--- src/dpr_pkg.sv ---
// shared constants and types for the ddr2 command decode block
// assumes a single core clock domain and an apb register master
package dpr_pkg;

  // command code {chip_sel_n, row_strobe_n, col_strobe_n, write_strobe_n}
  localparam logic [3:0] CMD_MRS = 4'h0;
  localparam logic [3:0] CMD_REF = 4'h1;
  localparam logic [3:0] CMD_PRE = 4'h2;
  localparam logic [3:0] CMD_ACT = 4'h3;
  localparam logic [3:0] CMD_WR = 4'h4;
  localparam logic [3:0] CMD_RD = 4'h5;
  localparam logic [3:0] CMD_NOP = 4'h7;

  // register byte offsets
  localparam logic [11:0] OFS_CTRL = 12'h000;
  localparam logic [11:0] OFS_STATUS = 12'h004;
  localparam logic [11:0] OFS_REFCNT = 12'h008;

  // control register fields and reset value
  localparam int CTRL_SLOW_EXIT = 0;
  localparam logic [31:0] CTRL_RESET = 32'h0000_0000;

  // status register field positions
  localparam int ST_BANK_LSB = 0;
  localparam int ST_STATE_LSB = 4;
  localparam int ST_DLL = 8;
  localparam int ST_BUSY = 9;
  localparam int ST_MRSEL_LSB = 10;

  // documented defaults
  localparam int BURST_LEN_DEF = 4;
  localparam int REFRESH_ROWS_DEF = 8192;
  localparam int NUM_BANKS = 4;

  // power state, one-hot
  typedef enum logic [3:0] {
    PS_NORMAL = 4'b0001,
    PS_PD_PRE = 4'b0010,
    PS_PD_ACT = 4'b0100,
    PS_SREF = 4'b1000
  } dpr_pstate_t;

  // command and control pins as seen at the device
  typedef struct packed {
    logic chip_sel_n;
    logic row_strobe_n;
    logic col_strobe_n;
    logic write_strobe_n;
    logic clock_gate_in;
    logic autoprecharge_addr_bit;
    logic [1:0] bank_sel;
    logic termination_ctrl;
  } dpr_pins_t;

endpackage

--- src/dpr_core.sv ---
// ddr2 device command decode: bank state, bursts, refresh, power-down
// assumes pins are asynchronous to core_clk and apb is on core_clk
//
// Function
// - self refresh entry by refresh, gate low
// - power-down entry and exit with nop/deselect
// - idle banks precharge power-down, else active
// - dll off except fast exit active power-down
// - power-down ignores all but gate and termination; the code never uses termination_ctrl
// - decode four strobes at each rising edge
// - deselect, self refresh start, power-down commands
// - bank select picks bank or mode register
// - burst length four bursts run to completion
// - autoprecharge bit high closes all banks; on a read or write the code closes only the selected bank, at burst end
//
// The placing of the registers and register access over APB were decided locally.
module dpr_core #(
  parameter int BURST_LEN = dpr_pkg::BURST_LEN_DEF,
  parameter int REFRESH_ROWS = dpr_pkg::REFRESH_ROWS_DEF
) (
  // clock and reset
  input wire logic core_clk,
  input wire logic rst,
  // apb slave
  input wire logic psel,
  input wire logic penable,
  input wire logic pwrite,
  input wire logic [11:0] paddr,
  input wire logic [31:0] pwdata,
  output logic [31:0] prdata,
  output logic pready,
  output logic pslverr,
  // memory command pins
  input wire logic chip_sel_n,
  input wire logic row_strobe_n,
  input wire logic col_strobe_n,
  input wire logic write_strobe_n,
  input wire logic clock_gate_in,
  input wire logic autoprecharge_addr_bit,
  input wire logic [1:0] bank_sel,
  input wire logic termination_ctrl,
  // device state outputs
  output logic [3:0] bank_open,
  output logic burst_busy,
  output logic dll_enable,
  output logic input_buf_enable,
  output logic power_down,
  output logic self_refresh,
  output logic refresh_pulse,
  output logic mrs_strobe,
  output logic [1:0] mrs_sel
);

  localparam int BURST_CYC = BURST_LEN / 2;
  localparam int RW = $clog2(REFRESH_ROWS);
  localparam logic [2:0] BURST_LOAD = 3'(BURST_CYC);

  //////////////////////////////////////////////////////////////////////////////
  // pin synchroniser: two flops before any logic
  dpr_pkg::dpr_pins_t pins_in;
  dpr_pkg::dpr_pins_t sync1_q;
  dpr_pkg::dpr_pins_t sync2_q;
  logic cke_prev_q;

  assign pins_in = '{chip_sel_n, row_strobe_n, col_strobe_n, write_strobe_n,
                     clock_gate_in, autoprecharge_addr_bit, bank_sel, termination_ctrl};

  // two-stage capture plus previous gate sample
  always_ff @(posedge core_clk)
  begin
    if (rst)
    begin
      sync1_q <= '{1'b1, 1'b1, 1'b1, 1'b1, 1'b0, 1'b0, 2'h0, 1'b0};
      sync2_q <= '{1'b1, 1'b1, 1'b1, 1'b1, 1'b0, 1'b0, 2'h0, 1'b0};
      cke_prev_q <= 1'b0;
    end
    else
    begin
      sync1_q <= pins_in;
      sync2_q <= sync1_q;
      cke_prev_q <= sync2_q.clock_gate_in;
    end
  end

  //////////////////////////////////////////////////////////////////////////////
  // command decode
  logic [3:0] code;
  logic dsl;
  logic nop_dsl;
  logic cke_hh;
  logic cke_fall;
  logic cke_rise;
  logic all_idle;

  assign code = {1'b0, sync2_q.row_strobe_n, sync2_q.col_strobe_n,
                 sync2_q.write_strobe_n};
  assign dsl = sync2_q.chip_sel_n;
  assign nop_dsl = dsl || (code == dpr_pkg::CMD_NOP);
  assign cke_hh = cke_prev_q && sync2_q.clock_gate_in;
  assign cke_fall = cke_prev_q && !sync2_q.clock_gate_in;
  assign cke_rise = !cke_prev_q && sync2_q.clock_gate_in;

  //////////////////////////////////////////////////////////////////////////////
  // device state
  dpr_pkg::dpr_pstate_t ps_q, ps_d;
  logic [3:0] bank_q, bank_d;
  logic [3:0] ap_q, ap_d;
  logic [2:0] burst_q, burst_d;
  logic [RW-1:0] row_q, row_d;
  logic ref_q, ref_d;
  logic mrs_q, mrs_d;
  logic [1:0] msel_q, msel_d;
  logic [31:0] ctrl_q, ctrl_d;
  logic run;
  logic rw_go;

  assign all_idle = (bank_q == 4'h0);
  assign run = (ps_q == dpr_pkg::PS_NORMAL) && cke_hh && !dsl;
  assign rw_go = run && (burst_q == 3'h0) &&
                 ((code == dpr_pkg::CMD_RD) || (code == dpr_pkg::CMD_WR));

  // next-state for banks, bursts, refresh and power state
  always_comb
  begin
    ps_d = ps_q;
    bank_d = bank_q;
    ap_d = ap_q;
    burst_d = burst_q;
    row_d = row_q;
    ref_d = 1'b0;
    mrs_d = 1'b0;
    msel_d = msel_q;
    // burst runs to the end; autoprecharge closes at burst end
    if (burst_q != 3'h0)
    begin
      burst_d = burst_q - 3'h1;
      if (burst_q == 3'h1)
      begin
        bank_d = bank_q & ~ap_q;
        ap_d = 4'h0;
      end
    end
    case (ps_q)
      dpr_pkg::PS_NORMAL:
      begin
        if (run)
        begin
          case (code)
            dpr_pkg::CMD_ACT:
              bank_d[sync2_q.bank_sel] = 1'b1;
            dpr_pkg::CMD_PRE:
              if (sync2_q.autoprecharge_addr_bit)
                bank_d = 4'h0;
              else
                bank_d[sync2_q.bank_sel] = 1'b0;
            dpr_pkg::CMD_RD, dpr_pkg::CMD_WR:
              if (rw_go)
              begin
                burst_d = BURST_LOAD;
                if (sync2_q.autoprecharge_addr_bit)
                  ap_d[sync2_q.bank_sel] = 1'b1;
              end
            dpr_pkg::CMD_REF:
              if (all_idle)
              begin
                ref_d = 1'b1;
                row_d = row_q + RW'(1);
              end
            dpr_pkg::CMD_MRS:
            begin
              mrs_d = 1'b1;
              msel_d = sync2_q.bank_sel;
            end
            default: ;
          endcase
        end
        else if (cke_fall)
          if (!dsl && (code == dpr_pkg::CMD_REF) && all_idle)
            ps_d = dpr_pkg::PS_SREF;
          else if (nop_dsl)
            ps_d = all_idle ? dpr_pkg::PS_PD_PRE : dpr_pkg::PS_PD_ACT;
      end
      // low-power states: only a gate rise with nop/deselect is acted on here
      dpr_pkg::PS_PD_PRE, dpr_pkg::PS_PD_ACT, dpr_pkg::PS_SREF:
        if (cke_rise && nop_dsl)
          ps_d = dpr_pkg::PS_NORMAL;
      default:
        ps_d = dpr_pkg::PS_NORMAL;
    endcase
  end

  // state registers
  always_ff @(posedge core_clk)
  begin
    if (rst)
    begin
      ps_q <= dpr_pkg::PS_NORMAL;
      bank_q <= 4'h0;
      ap_q <= 4'h0;
      burst_q <= 3'h0;
      row_q <= '0;
      ref_q <= 1'b0;
      mrs_q <= 1'b0;
      msel_q <= 2'h0;
    end
    else
    begin
      ps_q <= ps_d;
      bank_q <= bank_d;
      ap_q <= ap_d;
      burst_q <= burst_d;
      row_q <= row_d;
      ref_q <= ref_d;
      mrs_q <= mrs_d;
      msel_q <= msel_d;
    end
  end

  //////////////////////////////////////////////////////////////////////////////
  // outputs
  assign bank_open = bank_q;
  assign burst_busy = (burst_q != 3'h0);
  assign refresh_pulse = ref_q;
  assign mrs_strobe = mrs_q;
  assign mrs_sel = msel_q;
  assign power_down = (ps_q == dpr_pkg::PS_PD_PRE) || (ps_q == dpr_pkg::PS_PD_ACT);
  assign self_refresh = (ps_q == dpr_pkg::PS_SREF);
  assign input_buf_enable = (ps_q == dpr_pkg::PS_NORMAL);
  // dll kept only in normal or fast-exit active power-down
  assign dll_enable = (ps_q == dpr_pkg::PS_NORMAL) ||
                      ((ps_q == dpr_pkg::PS_PD_ACT) &&
                       !ctrl_q[dpr_pkg::CTRL_SLOW_EXIT]);

  //////////////////////////////////////////////////////////////////////////////
  // apb register file, zero wait states
  logic wr_en;
  logic [31:0] rdata_d, rdata_q;
  logic err_d;

  assign wr_en = psel && penable && pwrite;
  assign pready = 1'b1;

  // control write and read mux
  always_comb
  begin
    ctrl_d = ctrl_q;
    rdata_d = 32'h0000_0000;
    err_d = 1'b0;
    case (paddr)
      dpr_pkg::OFS_CTRL:
      begin
        rdata_d = ctrl_q & 32'h0000_0001;
        if (wr_en)
          ctrl_d = pwdata & 32'h0000_0001;
      end
      dpr_pkg::OFS_STATUS:
      begin
        rdata_d[dpr_pkg::ST_BANK_LSB +: 4] = bank_q;
        rdata_d[dpr_pkg::ST_STATE_LSB +: 4] = ps_q;
        rdata_d[dpr_pkg::ST_DLL] = dll_enable;
        rdata_d[dpr_pkg::ST_BUSY] = burst_busy;
        rdata_d[dpr_pkg::ST_MRSEL_LSB +: 2] = msel_q;
      end
      dpr_pkg::OFS_REFCNT:
        rdata_d[RW-1:0] = row_q;
      default:
        err_d = 1'b1;
    endcase
  end

  // registers on the bus side
  always_ff @(posedge core_clk)
  begin
    if (rst)
    begin
      ctrl_q <= dpr_pkg::CTRL_RESET;
      rdata_q <= 32'h0000_0000;
    end
    else
    begin
      ctrl_q <= ctrl_d;
      if (psel && !penable)
        rdata_q <= rdata_d;
    end
  end

  assign prdata = rdata_q;
  assign pslverr = psel && penable && err_d;

  //////////////////////////////////////////////////////////////////////////////
  // assertions
  AST_PD_ENTRY: assert property (@(posedge core_clk) disable iff (rst)
    (ps_q == dpr_pkg::PS_NORMAL) && cke_fall && nop_dsl |=> power_down)
    else $error("power-down not entered");
  AST_PD_KIND: assert property (@(posedge core_clk) disable iff (rst)
    (ps_q == dpr_pkg::PS_NORMAL) && cke_fall && nop_dsl && !all_idle
    |=> ps_q == dpr_pkg::PS_PD_ACT)
    else $error("open bank did not give active power-down");
  AST_DLL_OFF: assert property (@(posedge core_clk) disable iff (rst)
    (ps_q == dpr_pkg::PS_PD_PRE) || self_refresh |-> !dll_enable)
    else $error("dll left running");
  AST_BUF_OFF: assert property (@(posedge core_clk) disable iff (rst)
    power_down && !cke_rise |=> $stable(bank_q) || $fell(burst_busy))
    else $error("command taken in power-down");
  AST_SREF: assert property (@(posedge core_clk) disable iff (rst)
    (ps_q == dpr_pkg::PS_NORMAL) && cke_fall && !dsl && code == dpr_pkg::CMD_REF
    && all_idle |=> self_refresh ##0 !input_buf_enable)
    else $error("self refresh not entered");
  AST_PRE_ALL: assert property (@(posedge core_clk) disable iff (rst)
    run && code == dpr_pkg::CMD_PRE && sync2_q.autoprecharge_addr_bit |=> bank_open == 4'h0)
    else $error("precharge all left a bank open");
  AST_ACT: assert property (@(posedge core_clk) disable iff (rst)
    run && code == dpr_pkg::CMD_ACT |=> bank_open[$past(sync2_q.bank_sel)])
    else $error("activate did not open bank");
  AST_BURST: assert property (@(posedge core_clk) disable iff (rst)
    rw_go |=> burst_busy[*2] ##1 !burst_busy) else $error("burst length wrong");
  AST_DSL: assert property (@(posedge core_clk) disable iff (rst)
    dsl |=> !refresh_pulse && !mrs_strobe) else $error("deselect executed a command");
  CV_SREF: cover property (@(posedge core_clk) disable iff (rst) self_refresh ##1 !self_refresh);
  CV_PD_ACT: cover property (@(posedge core_clk) disable iff (rst) ps_q == dpr_pkg::PS_PD_ACT);
  CV_AP: cover property (@(posedge core_clk) disable iff (rst)
    rw_go && sync2_q.autoprecharge_addr_bit);

endmodule

--- config.mk ---
export PLATFORM = sky130hd
export DESIGN_NAME = dpr_core
export DESIGN_NICKNAME = d
export VERILOG_FILES = /design/src/dpr_pkg.sv /design/src/dpr_core.sv
export SDC_FILE = /design/constraint.sdc
export NUM_CORES = 1
export LEC_CHECK = 0
export BUFFER_PORTS_ARGS = -buffer_cell sky130_fd_sc_hd__buf_4
export CORE_MARGIN = 2
export CORE_UTILIZATION = 35
export DETAILED_ROUTE_END_ITERATION = 10
export PLACE_DENSITY = 0.57
export SYNTH_ARGS = -nofsm -noshare
export SYNTH_HDL_FRONTEND = slang
export SYNTH_SLANG_ARGS = --single-unit
--- constraint.sdc ---
create_clock -name core_clk -period 2.2 [get_ports core_clk]
set_input_delay 0.44 -clock core_clk [delete_from_list [all_inputs] [get_ports core_clk]]
set_output_delay 0.44 -clock core_clk [all_outputs]
set_load 0.005 [all_outputs]
==> impl_metrics.toml <==
[timing]
maxSlewHeadroom_pct = 48.1
worst_pin_slew_ns = 0.776
skew_ns = 0.00682
finalSetupTns_ns = 0
period_minus_slack_ns = 2.08
hold_violations = 0
period_share_pct = 94.6
setup_ws_ns = 0.118
rsz0062_at_grt = "no"
setup_violations = 0
drv_slew = 0
whs_ns = 0.281
fmaxAchievable_ghz = 0.480

[worst_setup_path]
timing.rr.start = "ps_q[2]$_SDFFE_PP0P_"
cp_max_fo = 7
crit_path_max_incr_delay_ns = 0.40
path_class = "register to primary output"
path_cells = "buf_4 > or3b_4 > a211oi_4 > buf_4"
cp-end-kind = "primary output"
critPathArrivalTime_ns = 1.64
start_kind = "register"
crit_top_cell = "buf_4"
critPathRequiredTime_ns = 1.76
startpoint = "ps_q[0]$_SDFFE_PP1P_"
slowest_stage = "or3b_4"
rrSetupSlack_ns = 0.18

[layout]
diodes = 0
area_growth_pct = 22.1
fin_nets = 443
layout_common_cells = "62 x dfxtp_1, 62 x buf_4, 28 x nand2_1, 21 x a21oi_1, 20 x conb_1"
fin_area_sq_um = 3570
drive_gt1_share_pct = 25.6

[pwr]
leakage_nw = 1.39
p_per_area_nw_per_um2 = 699
ir_worst_vdd_mv = 0.453

[clocking]
hold_buffers = 0
cts_setup_buffers = 0
cts_tree = "yes"
insertion_delay_ns = 0.34
numCtsBuffers = 9
clk_path_buf_depth = 2
path_clk_slew_ns = 0.07
root_buffer = "clkbuf_8"
htreeDepth = 3
cts.sinks = 63

[detailed_routing]
route.detailed.drc = 0
vias = 2461
first_pass_iters = 4
antenna_left = 0
viasPerCell = 5.01
wl_per_cell_um = 12.8
routed_wl_um = 6290
drtIter0Drc = 94

[yosys]
synthSimpleGateAreaFrac_pct = 26.4
synth.area.top_cells = "dfxtp_1 43%, buf_4 5.1%, a21oi_1 3.6%"
yosysSeqAreaShare_pct = 43.1
synth_edf_count = 0
synth-main-ff-cell = "dfxtp_1"
synthAdderAreaFrac_pct = 1.71
ys.warnings.count = 0
synth_top_area_share_pct = 43.1
synthMuxAreaShare_pct = 2.10
synth_top_family_by_area = "simple AND/OR/NAND/NOR gates"
yosysTopAreaCell = "dfxtp_1"
ys_async_sr_fraction_pct = 0
avgSynthCellArea_sq_um = 8.97
synth_compound_area_share_pct = 16.6
synth_cell_types = 54
syn_inst = 326
syn_area_sq_um = 2920
synthXorXnorAreaFrac_pct = 0.599
ys_ff_latch = 63

[floorplan]
fp.coreArea_sq_um = 8180
pin_count = 105
die-height_um = 95.4
rows = 33
die_x_um = 95.4
die_area_sq_um = 9100
start_util_pct = 35.8

[grt]
grt_use_total_pct = 14.9
grt_max_degree = 55
grt_pass1_wl_um = 10400
globalRouteOverflowTotal = 0
grt_pass1_vias = 2181
antenna_found_initial = 0

[flow_run]
drv_cap = 0

[hold_path]
hp-class = "input port to register"
min_from = "write_strobe_n"

[placement]
post-dp-hpwl_um = 4400
place_ws_ns = 0.155
place_area_sq_um = 3360
place_congestion = 0.798
port_buffers = 52

[status]
status = "finished clean"
[path summary, 6_finish.rpt]
check	to	cells after the start
setup / recovery	dll_enable	4
hold / removal	sync1_q[5]$_SDFF_PP1_	2
setup reg to reg	row_q[11]$_SDFFE_PP0P_	5
hold reg to reg	dsl$_SDFF_PP1_	1
[cells in the mapped netlist (6+ instances only)]
cell and count:
a21oi_1 21, nand2b_1 6, nor2b_1 16, a22oi_1 12, or4_1 10, nand4_1 8
or2_2 9, buf_4 20, clkbuf_1 10, nand2_1 28, nor2_1 19, inv_1 8
dfxtp_1 63, o21ai_1 12, o31ai_1 7
[flip-flops by register name (all words and copies together) (netlist names)]
| name | cells |
|---|---|
| sync2_q | 4 |
| ctrl_q | 1 |
| burst_q | 3 |
| dsl | 1 |
| mrs_sel | 2 |
| code | 3 |
| row_q | 13 |
| ps_q | 4 |
| mrs_strobe | 1 |
| refresh_pulse | 1 |
| prdata | 13 |
| bank_open | 4 |
| ap_q | 4 |
| sync1_q | 8 |
| cke_prev_q | 1 |
[power by group]
part / total (mW) / switching (mW) / internal (mW) / leakage (nW)
logic: 0.315 / 0.175 / 0.140 / 0.785
clock network: 0.974 / 0.421 / 0.553 / 0.0936
registers: 1.21 / 0.0279 / 1.18 / 0.512
total: 2.50 / 0.624 / 1.87 / 1.39
[what timing repair did]
item                       in CTS  in global routing
resized for setup               1                  4
pin swaps                       0                  1
setup endpoints to repair       1                  2
[final cells by class]
type | count | area [sq um]
clock buffers | 13 | 149
inverters | 9 | 38.8
multi-input cells | 236 | 1480
well taps | 105 | 131
fillers | 831 | 4610
flip-flops and latches | 63 | 1260
clock inverters | 3 | 42.5
repair buffers | 62 | 465
[metal layers]
metal	vias to the layer above	wire (um)	track usage (%)
met4	0	45	5.36
met2	72	2870	23.2
li1	1239	-	-
met5	-	0	0
met3	6	392	5.14
met1	1144	2980	19.1
[critical path, delay by kind of cell, from the launching register on]
kind	cells	cell delay, ns
buf+inv	2	0.31
flops	1	0.31
simple gates	1	0.40
compound gates	1	0.28
[through the flow]
step	cells	total power, mW	utilization, %
5_1_grt	491	2.64	43.7
4_1_cts	491	2.53	43.5
2_1_floorplan	344	1.45	-
3_3_place_gp	475	1.54	41.1
6_report	491	2.50	43.7
3_5_place_dp	475	1.54	41.1
[cell families (layout without fill, tap and decap cells)]
| kind of cell | count (synthesis) | count (layout) |
|---|---|---|
| buf+inv | 45 | 87 |
| compound gates | 74 | 74 |
| simple gates | 130 | 130 |
| flops | 63 | 63 |
| mux | 6 | 6 |
| other cells | 2 | 20 |
| fa+ha+maj | 4 | 4 |
| xor+xnor | 2 | 2 |
No activity file was read; power rests on OpenSTA's default activity.
